File: src/pkg/scp_pkg.sv
// Constants and types for the serial configuration port and power control
package scp_pkg;
    // Register offsets (13-bit register address space)
    localparam logic [12:0] ADDR_CFG = 13'h000;
    localparam logic [12:0] ADDR_PLL = 13'h010;
    localparam logic [12:0] ADDR_DIST = 13'h230;
    localparam logic [12:0] ADDR_UPD = 13'h232;
    localparam logic [12:0] ADDR_LAST = 13'h232;
    localparam logic [12:0] ADDR_STEP = 13'h001;
    // Port configuration fields; soft reset and long instruction are mirrored pairs, SDO and LSB-first single bits
    localparam int CFG_SDO_BIT = 7;
    localparam int CFG_LSB_BIT = 6;
    localparam int CFG_SRST_BIT = 5;
    localparam int CFG_SRST_MIR = 2;
    localparam logic [7:0] CFG_LONG_MASK = 8'h18;
    localparam logic [7:0] CFG_SRST_MASK = 8'h24;
    localparam logic [7:0] CFG_RESET = 8'h18;
    // Other reset values
    localparam logic [7:0] PLL_RESET = 8'h00;
    localparam logic [7:0] DIST_RESET = 8'h00;
    // Field positions
    localparam int DIST_PD_BIT = 1;
    localparam int SOFT_SYNC_BIT = 0;
    localparam int UPD_BIT = 0;
    // PLL operating mode codes
    localparam logic [1:0] PLL_NORMAL = 2'h0;
    localparam logic [1:0] PLL_ASYNC_PD = 2'h1;
    localparam logic [1:0] PLL_SYNC_PD = 2'h3;
    // LVPECL power-down mode codes
    localparam logic [1:0] PECL_NORMAL = 2'h0;
    localparam logic [1:0] PECL_SAFE = 2'h2;
    localparam logic [1:0] PECL_TOTAL = 2'h3;
    // Transfer length code for streaming
    localparam logic [1:0] LEN_STREAM = 2'h3;
    localparam logic [3:0] INSTR_LAST = 4'hF;
    localparam logic [2:0] BYTE_LAST = 3'h7;
    // Pin synchronizer reset: chip select and sleep pin idle high
    localparam logic [4:0] SYNC_RESET = 5'h0A;
    // Output alignment hold after any reset
    localparam int ALIGN_NS = 100;
    localparam int CLK_MHZ = 40;
    localparam int ALIGN_CYC = (ALIGN_NS * CLK_MHZ + 999) / 1000;
    // Serial port sequencer states
    typedef enum logic [1:0] {
        ST_INSTR = 2'b00,
        ST_DATA = 2'b01,
        ST_DONE = 2'b10
    } scp_state_type;
endpackage

File: src/verilog/scp_port_ctrl.sv
// Serial configuration port, write buffer FIFO and reset/power-down control
`timescale 1ns/1ps

module scp_fifo #(
    parameter int WIDTH = 21,
    parameter int DEPTH = 8
) (
    input wire logic clk,
    input wire logic rst_n,
    input wire logic in_valid,
    output logic in_ready,
    input wire logic [WIDTH-1:0] in_data,
    output logic out_valid,
    input wire logic out_ready,
    output logic [WIDTH-1:0] out_data
);
    localparam int IW = $clog2(DEPTH);
    logic [WIDTH-1:0] mem [DEPTH];
    logic [IW-1:0] wp, rp, next_wp, next_rp;
    logic [IW:0] cnt, next_cnt;
    logic push, pop;

    // Pointers wrap by width, so only powers of two work
    if (DEPTH < 2 || (DEPTH & (DEPTH - 1)) != 0) begin : g_bad_depth
        $error("FIFO depth must be a power of two");
    end

    assign in_ready = (cnt != (IW+1)'(DEPTH));
    assign out_valid = (cnt != '0);
    assign out_data = mem[rp];
    assign push = in_valid & in_ready;
    assign pop = out_valid & out_ready;

    // Next pointer and fill level
    always_comb begin
        next_wp = push ? wp + IW'(1) : wp;
        next_rp = pop ? rp + IW'(1) : rp;
        next_cnt = cnt + (IW+1)'(push) - (IW+1)'(pop);
        if (!rst_n) begin
            next_wp = '0;
            next_rp = '0;
            next_cnt = '0;
        end
    end

    always_ff @(posedge clk) begin
        wp <= next_wp;
        rp <= next_rp;
        cnt <= next_cnt;
        if (push) begin
            mem[wp] <= in_data;
        end
    end
endmodule

module scp_port_ctrl
    import scp_pkg::*;
#(
    parameter int PECL_OUTS = 6,
    parameter int FIFO_DEPTH = 8
) (
    input wire logic clk,
    input wire logic rst_n,
    input wire logic hard_reset_n,
    input wire logic sleep_pin_n,
    input wire logic sclk,
    input wire logic cs_n,
    input wire logic sdio_in,
    output logic sdio_out,
    output logic sdio_oe,
    output logic separate_readback_pin,
    output logic separate_readback_oe,
    input wire logic cp_event,
    input wire logic [2*PECL_OUTS-1:0] lvpecl_pd_code,
    output logic pll_off,
    output logic vco_off,
    output logic clk_buf_off,
    output logic dividers_off,
    output logic lvds_cmos_off,
    output logic dist_bias_off,
    output logic [2*PECL_OUTS-1:0] lvpecl_state,
    output logic align_hold,
    output logic write_buf_ready
);
    if (PECL_OUTS < 1) begin : g_bad_outs
        $error("At least one LVPECL output is needed");
    end

    logic [4:0] sync_a, sync_b;
    logic sclk_d, cs_d, cp_d;
    logic sclk_s, cs_s, din_s, sleep_s, cp_s;
    logic rise, fall, cs_rise, cp_rise;

    // Pins pass two flops; stage a feeds stage b only
    always_ff @(posedge clk) begin
        if (!rst_n) begin
            sync_a <= SYNC_RESET;
            sync_b <= SYNC_RESET;
            sclk_d <= 1'b0;
            cs_d <= 1'b1;
            cp_d <= 1'b0;
        end else begin
            sync_a <= {cp_event, sleep_pin_n, sdio_in, cs_n, sclk};
            sync_b <= sync_a;
            sclk_d <= sclk_s;
            cs_d <= cs_s;
            cp_d <= cp_s;
        end
    end

    assign sclk_s = sync_b[0];
    assign cs_s = sync_b[1];
    assign din_s = sync_b[2];
    assign sleep_s = ~sync_b[3];
    assign cp_s = sync_b[4];
    assign rise = sclk_s & ~sclk_d;
    assign fall = ~sclk_s & sclk_d;
    assign cs_rise = cs_s & ~cs_d;
    assign cp_rise = cp_s & ~cp_d;

    logic [7:0] cfg, pbuf, dbuf, pact, dact;
    logic [7:0] next_cfg, next_pbuf, next_dbuf, next_pact, next_dact;
    logic [3:0] align, next_align;
    logic gap, next_gap, gate, next_gate;
    logic lsb, sdo_mode, soft_rst;

    assign lsb = cfg[CFG_LSB_BIT];
    assign sdo_mode = cfg[CFG_SDO_BIT];
    assign soft_rst = cfg[CFG_SRST_BIT] | cfg[CFG_SRST_MIR];

    // Readback of the write buffer; unmapped addresses read zero
    function automatic logic [7:0] rd_mux(input logic [12:0] a);
        case (a)
            ADDR_CFG: rd_mux = cfg;
            ADDR_PLL: rd_mux = pbuf;
            ADDR_DIST: rd_mux = dbuf;
            default: rd_mux = 8'h00;
        endcase
    endfunction

    scp_state_type st, next_st;
    logic [3:0] cnt, next_cnt;
    logic [15:0] sh, next_sh, shin;
    logic [7:0] bsh, rsh, next_rsh;
    logic [12:0] addr, next_addr, step;
    logic [1:0] len, next_len, left, next_left;
    logic is_rd, next_rd, obit, next_obit, ract, next_ract;
    logic push, pop, fifo_ready;
    logic pop_valid;
    logic [20:0] fifo_out;

    // Bit order follows the LSB-first bit at once
    assign shin = lsb ? {din_s, sh[15:1]} : {sh[14:0], din_s};
    assign bsh = lsb ? {din_s, sh[7:1]} : {sh[6:0], din_s};
    // Decrement wraps from zero to the last address
    assign step = lsb ? addr + ADDR_STEP
        : (addr == 13'h000 ? ADDR_LAST : addr - ADDR_STEP);

    // Serial sequencer; runs regardless of the sleep pin
    always_comb begin
        next_st = st;
        next_cnt = cnt;
        next_sh = sh;
        next_rd = is_rd;
        next_len = len;
        next_addr = addr;
        next_left = left;
        next_rsh = rsh;
        next_obit = obit;
        next_ract = ract;
        push = 1'b0;
        if (cs_rise) begin
            // Byte-boundary rise stalls the instruction phase or a counted transfer, else it ends
            if (st == ST_DONE || cnt[2:0] != 3'h0
                || (st == ST_DATA && len == LEN_STREAM)) begin
                next_st = ST_INSTR;
                next_cnt = 4'h0;
                next_ract = 1'b0;
            end
        end else if (!cs_s && rise) begin
            case (st)
                ST_INSTR: begin
                    next_sh = shin;
                    next_cnt = cnt + 4'h1;
                    if (cnt == INSTR_LAST) begin
                        next_st = ST_DATA;
                        next_cnt = 4'h0;
                        next_rd = shin[15];
                        next_len = shin[14:13];
                        next_left = shin[14:13];
                        next_addr = shin[12:0];
                        next_rsh = rd_mux(shin[12:0]);
                    end
                end
                ST_DATA: begin
                    next_sh = {sh[15:8], bsh};
                    next_cnt = {1'b0, cnt[2:0] + 3'h1};
                    if (cnt[2:0] == BYTE_LAST) begin
                        push = !is_rd;
                        next_cnt = 4'h0;
                        if (len == LEN_STREAM ? addr == ADDR_LAST
                            : left == 2'h0) begin
                            next_st = ST_DONE;
                        end else begin
                            next_addr = step;
                            next_left = left - 2'h1;
                            next_rsh = rd_mux(step);
                        end
                    end
                end
                ST_DONE: begin
                end
                default: next_st = ST_INSTR;
            endcase
        end else if (!cs_s && fall && st == ST_DATA && is_rd) begin
            next_obit = lsb ? rsh[0] : rsh[7];
            next_rsh = lsb ? {1'b0, rsh[7:1]} : {rsh[6:0], 1'b0};
            next_ract = 1'b1;
        end
        if (!rst_n) begin
            next_st = ST_INSTR;
            next_cnt = 4'h0;
            next_sh = 16'h0000;
            next_rd = 1'b0;
            next_len = 2'h0;
            next_addr = 13'h0000;
            next_left = 2'h0;
            next_rsh = 8'h00;
            next_obit = 1'b0;
            next_ract = 1'b0;
        end
    end

    always_ff @(posedge clk) begin
        st <= next_st;
        cnt <= next_cnt;
        sh <= next_sh;
        is_rd <= next_rd;
        len <= next_len;
        addr <= next_addr;
        left <= next_left;
        rsh <= next_rsh;
        obit <= next_obit;
        ract <= next_ract;
    end

    // Pins float whenever select is high
    assign sdio_out = obit;
    assign separate_readback_pin = obit;
    assign sdio_oe = ract & ~cs_s & ~sdo_mode;
    assign separate_readback_oe = ract & ~cs_s & sdo_mode;

    // Buffered writes; the apply side pauses a cycle after each byte
    scp_fifo #(
        .WIDTH(21),
        .DEPTH(FIFO_DEPTH)
    ) u_fifo (
        .clk(clk),
        .rst_n(rst_n),
        .in_valid(push),
        .in_ready(fifo_ready),
        .in_data({addr, bsh}),
        .out_valid(pop_valid),
        .out_ready(~gap),
        .out_data(fifo_out)
    );

    logic [12:0] wa;
    logic [7:0] wd;
    assign pop = pop_valid & ~gap;
    assign wa = fifo_out[20:8];
    assign wd = fifo_out[7:0];
    assign write_buf_ready = fifo_ready;

    // Register apply, transfer to active set and alignment timer
    always_comb begin
        next_cfg = cfg;
        next_pbuf = pbuf;
        next_dbuf = dbuf;
        next_pact = pact;
        next_dact = dact;
        next_gap = pop;
        next_align = (align != 4'h0) ? align - 4'h1 : 4'h0;
        // Gate closes on the first pump event once sync mode is active
        next_gate = (pact[1:0] == PLL_SYNC_PD) && (gate || cp_rise);
        if (pop) begin
            case (wa)
                ADDR_CFG: begin
                    // Long-instruction bits always read back set
                    if (wd[CFG_SRST_BIT] | wd[CFG_SRST_MIR]) begin
                        next_cfg = CFG_RESET | (wd & CFG_SRST_MASK);
                    end else begin
                        next_cfg = wd | CFG_LONG_MASK;
                    end
                end
                ADDR_PLL: next_pbuf = wd;
                ADDR_DIST: next_dbuf = wd;
                ADDR_UPD: begin
                    if (wd[UPD_BIT]) begin
                        next_pact = pbuf;
                        next_dact = dbuf;
                    end
                end
                default: begin
                end
            endcase
        end
        // Soft reset acts without waiting for a transfer
        if (soft_rst) begin
            next_pbuf = PLL_RESET;
            next_dbuf = DIST_RESET;
            next_pact = PLL_RESET;
            next_dact = DIST_RESET;
            next_align = 4'(ALIGN_CYC);
        end
        if (!rst_n) begin
            next_cfg = CFG_RESET;
            next_pbuf = PLL_RESET;
            next_dbuf = DIST_RESET;
            next_pact = PLL_RESET;
            next_dact = DIST_RESET;
            next_gap = 1'b0;
            next_gate = 1'b0;
            next_align = 4'(ALIGN_CYC);
        end
    end

    // Reset pin clears the configuration without a clock edge
    always_ff @(posedge clk or negedge hard_reset_n) begin
        if (!hard_reset_n) begin
            cfg <= CFG_RESET;
            pbuf <= PLL_RESET;
            dbuf <= DIST_RESET;
            pact <= PLL_RESET;
            dact <= DIST_RESET;
            gap <= 1'b0;
            gate <= 1'b0;
            align <= 4'(ALIGN_CYC);
        end else begin
            cfg <= next_cfg;
            pbuf <= next_pbuf;
            dbuf <= next_dbuf;
            pact <= next_pact;
            dact <= next_dact;
            gap <= next_gap;
            gate <= next_gate;
            align <= next_align;
        end
    end

    // Power controls; sleep keeps every register, so wake resumes them
    assign pll_off = sleep_s | (pact[1:0] == PLL_ASYNC_PD) | gate;
    assign vco_off = sleep_s;
    assign clk_buf_off = sleep_s;
    assign dividers_off = sleep_s | dact[DIST_PD_BIT];
    assign lvds_cmos_off = sleep_s | dact[DIST_PD_BIT];
    assign dist_bias_off = dact[DIST_PD_BIT];
    // Outputs restart together when every hold source is gone
    assign align_hold = (align != 4'h0) | soft_rst | sleep_s
        | dact[DIST_PD_BIT] | dact[SOFT_SYNC_BIT];

    // Sleep forces protected off; otherwise each output takes its code
    for (genvar i = 0; i < PECL_OUTS; i++) begin : g_pecl
        assign lvpecl_state[2*i+1:2*i] = sleep_s ? PECL_SAFE
            : lvpecl_pd_code[2*i+1:2*i];
    end
endmodule

File: config.mk
export PLATFORM = sky130hd
export DESIGN_NAME = scp_port_ctrl
export DESIGN_NICKNAME = d
export VERILOG_FILES = /design/src/pkg/scp_pkg.sv /design/src/verilog/scp_port_ctrl.sv
export SDC_FILE = /design/constraint.sdc
export NUM_CORES = 1
export LEC_CHECK = 0
export BUFFER_PORTS_ARGS = -buffer_cell sky130_fd_sc_hd__buf_2
export CAP_MARGIN = 0
export CORE_UTILIZATION = 35
export CTS_CLUSTER_SIZE = 30
export DETAILED_ROUTE_END_ITERATION = 12
export PLACE_DENSITY_LB_ADDON = 0.2
export REMOVE_ABC_BUFFERS = 1
export SYNTH_ARGS = -nofsm -noshare
export SYNTH_HDL_FRONTEND = slang
export SYNTH_SLANG_ARGS = --single-unit
File: constraint.sdc
create_clock -name clk -period 3.9 [get_ports clk]
set_clock_uncertainty 0.2 [all_clocks]
set_input_delay 0.78 -clock clk [delete_from_list [all_inputs] [get_ports clk]]
set_output_delay 0.78 -clock clk [all_outputs]
set_load 0.03 [all_outputs]
==> impl_results.md <==
- Most frequent cells in the layout: edfxtp_1, nor2_1, dfxtp_1
- Worst R2R Start: addr[3]$_SDFFE_PN0P_
- Hold Fails Final Rpt: 0
- Data arrival, critical path: 3.65 ns
- Input/output buffers: 43
- Maximum clock frequency: 297 MHz
- Max-slew headroom: 26.2%
- RSZ-0062 raised after global routing: false
- FP Rows: 68
- GRT overflow: 0
- Min-Delay Path Class: primary input to async pin
- CTS buffer count: 30
- Crit-path max FO: 18
- Unique masters post-synth: 72
- Vias in the first global route: 8,428
- Clock root buffer master: clkbuf_16
- WL final: 31.3 mm
- Top FF cell, synth: edfxtp_1
- Mapped Avg Cell Area: 12.0 um2
- CP startpoint kind: flop
- Cell count after synthesis: 1,041
- Fin nets: 1,133
- Post-synth top area share: 40.5%
- I/O pins: 44
- Worst Path Required: 4.19 ns
- Cts repair resizes: 0
- Core area: 34,800 um2
- Final HPWL DP: 21.0 mm
- Filler Cell Count: 3,283
- Max-cap violations: 0
- Finished Cell Area: 14,500 um2
- Via/cell ratio: 5.38
- Largest net degree at the start of global routing: 40
- Level count of the clock H-tree: 1
- CTS tree: yes
- RePlAce Congestion: 0.872
- Antenna violations before repair: 1
- IR drop worst, VDD: 367 uV
- Die Area: 36,300 um2
- Hold_buf cts: 0
- Crit path capture type: flop
- Die width: 191 um
- Die H: 191 um
- Share of cells above drive strength 1: 18.8%
- Final Core Density: 41.6%
- Post-synth EDFFs: 168
- First-pass GRT wire length: 49.5 mm
- Worst-path clk slew: 0.06 ns
- Synth warn: 0
- Worst-Margin Slew: 1.10 ns
- Max Root-Sink Buffers: 3
- Synth area leader: edfxtp_1
- Antenna Nets Post-Route: 0
- Static Leakage: 0.00517 uW
- Post-CTS Setup Repair Bufs: 0
- Vias: 8,472
- Area grow syn2layout: 16.2%
- Initial Util: 35.8%
- Yosys reg bits: 276
- Drt drc: 0
- Register area share after synthesis: 59.2%
- Number of DRC markers in iteration 0: 667
- Async set or reset register ratio after synthesis: 11.6%
- Drt wl/cell: 19.8 um
- Commonest non-fill, non-tap cell in the layout: edfxtp_1
- Clock latency on the worst-skew pair: 0.57 ns
- FF-to-FF setup slack: 0.54 ns
- Status: completed
- Power Density: 496 nW/um2
- Final Setup Violations: 0
- Ant diodes: 0
- Tcrit/Tclk final: 86.2%
- Setup CP Type: flop to flop
- Worst setup path startpoint: addr[3]$_SDFFE_PN0P_
- Synth area leaders: edfxtp_1, dfxtp_1, dfrtp_1
- Gr usage total: 17.6%
- Final Max Slew Viols: 0
- DRT Pass-1 Iters: 5
- Post-DP Area: 13,400 um2
- Mapped Area: 12,400 um2
- CTS Sinks: 276
- Final TNS setup: 0 ns
- Crit path time final: 3.36 ns
- Min Hold Slack: 0.0660 ns
[cell usage after synthesis (17+ instances only)]
library cell  count
nand2_1          67
clkbuf_1         49
nor3_1           33
a21oi_1          34
nand3_1          49
nand2b_1         20
mux2i_1          36
and2_1           17
nor2_1           95
inv_1            32
a211oi_1         28
nor4_1           25
dfxtp_1          76
o21ai_0          34
edfxtp_1        168
dfrtp_1          31
mux4_2           28
[per-stage QoR]
| step | total power (uW) | std cells | setup WS, ns |
|---|---|---|---|
| 3_3_place_gp | 4200 | 1519 | 0.650 |
| 3_5_place_dp | 4210 | 1519 | 0.555 |
| 5_1_grt | 7450 | 1575 | 0.264 |
| 6_report | 7170 | 1575 | 0.536 |
| 2_1_floorplan | 3920 | 976 | -0.183 |
| 4_1_cts | 7260 | 1575 | 0.545 |
[kinds of logic (layout without fill, tap and decap cells)]
kind of cell             count (synthesis)  count (layout)  synth area share [%]
AND/OR/NAND/NOR                        363             363                  14.8
flip-flops                             276             276                  59.2
AO/OA/AOI/OAI                          192             192                  10.6
buffers and inverters                   99             178                  3.29
multiplexers                            80              80                  9.41
adder cells (fa/ha/maj)                 17              17                  1.77
XOR/XNOR                                14              14                 0.985
[per-layer routing]
metal,routed length [um],GRT usage (%)
met2,14000,27.5
met5,0,0
met4,637,4.15
met3,1210,2.32
met1,15400,25.9
[final cells by class]
| type | count | area (um2) | share of cell area, % |
|---|---|---|---|
| tap | 455 | 569 | 3.94 |
| clock inverter | 12 | 139 | 0.960 |
| timing repair buffer | 88 | 591 | 4.08 |
| inverter | 34 | 128 | 0.883 |
| clock buffer | 44 | 960 | 6.64 |
| sequential | 276 | 7370 | 51.0 |
| multi-input combinational | 666 | 4700 | 32.5 |
[worst paths after layout]
path,endpoint,cells past startpoint
max in group asynchronous,cfg[6]$_DFFE_PN0P_,1
max,rsh[6]$_SDFFE_PN0P_,7
min reg2reg,sync_b[1]$_SDFF_PN1_,1
min in group clk,sync_a[3]$_SDFF_PN1_,2
min,cfg[2]$_DFFE_PN0P_,1
max reg2reg,rsh[6]$_SDFFE_PN0P_,7
[where the power goes]
part | internal (uW) | switching, uW | total [uW] | leakage (uW)
logic | 427 | 460 | 887 | 0.00203
clock network | 1850 | 1190 | 3040 | 0.000547
registers | 3130 | 113 | 3250 | 0.00259
total | 5410 | 1770 | 7170 | 0.00517
[critical path: stages (launching register included)]
cell and delay (ns):
dfxtp_1 0.49, or4_4 0.64, o41a_1 0.53, a211oi_4 0.32
nand3_2 0.13, nor4_1 0.59, a222oi_1 0.16, a211oi_1 0.23
[sequential cells by signal, summed over array words and instances (netlist names), 3 cells and up, named ones only]
signal,cells
u_fifo.mem,168
sh,16
addr,13
dbuf,8
pbuf,8
rsh,8
cfg,6
sync_a,5
sync_b,5
align,4
cnt,4
u_fifo.cnt,4
u_fifo.rp,3
u_fifo.wp,3
Power figures use the tool's default switching activity.
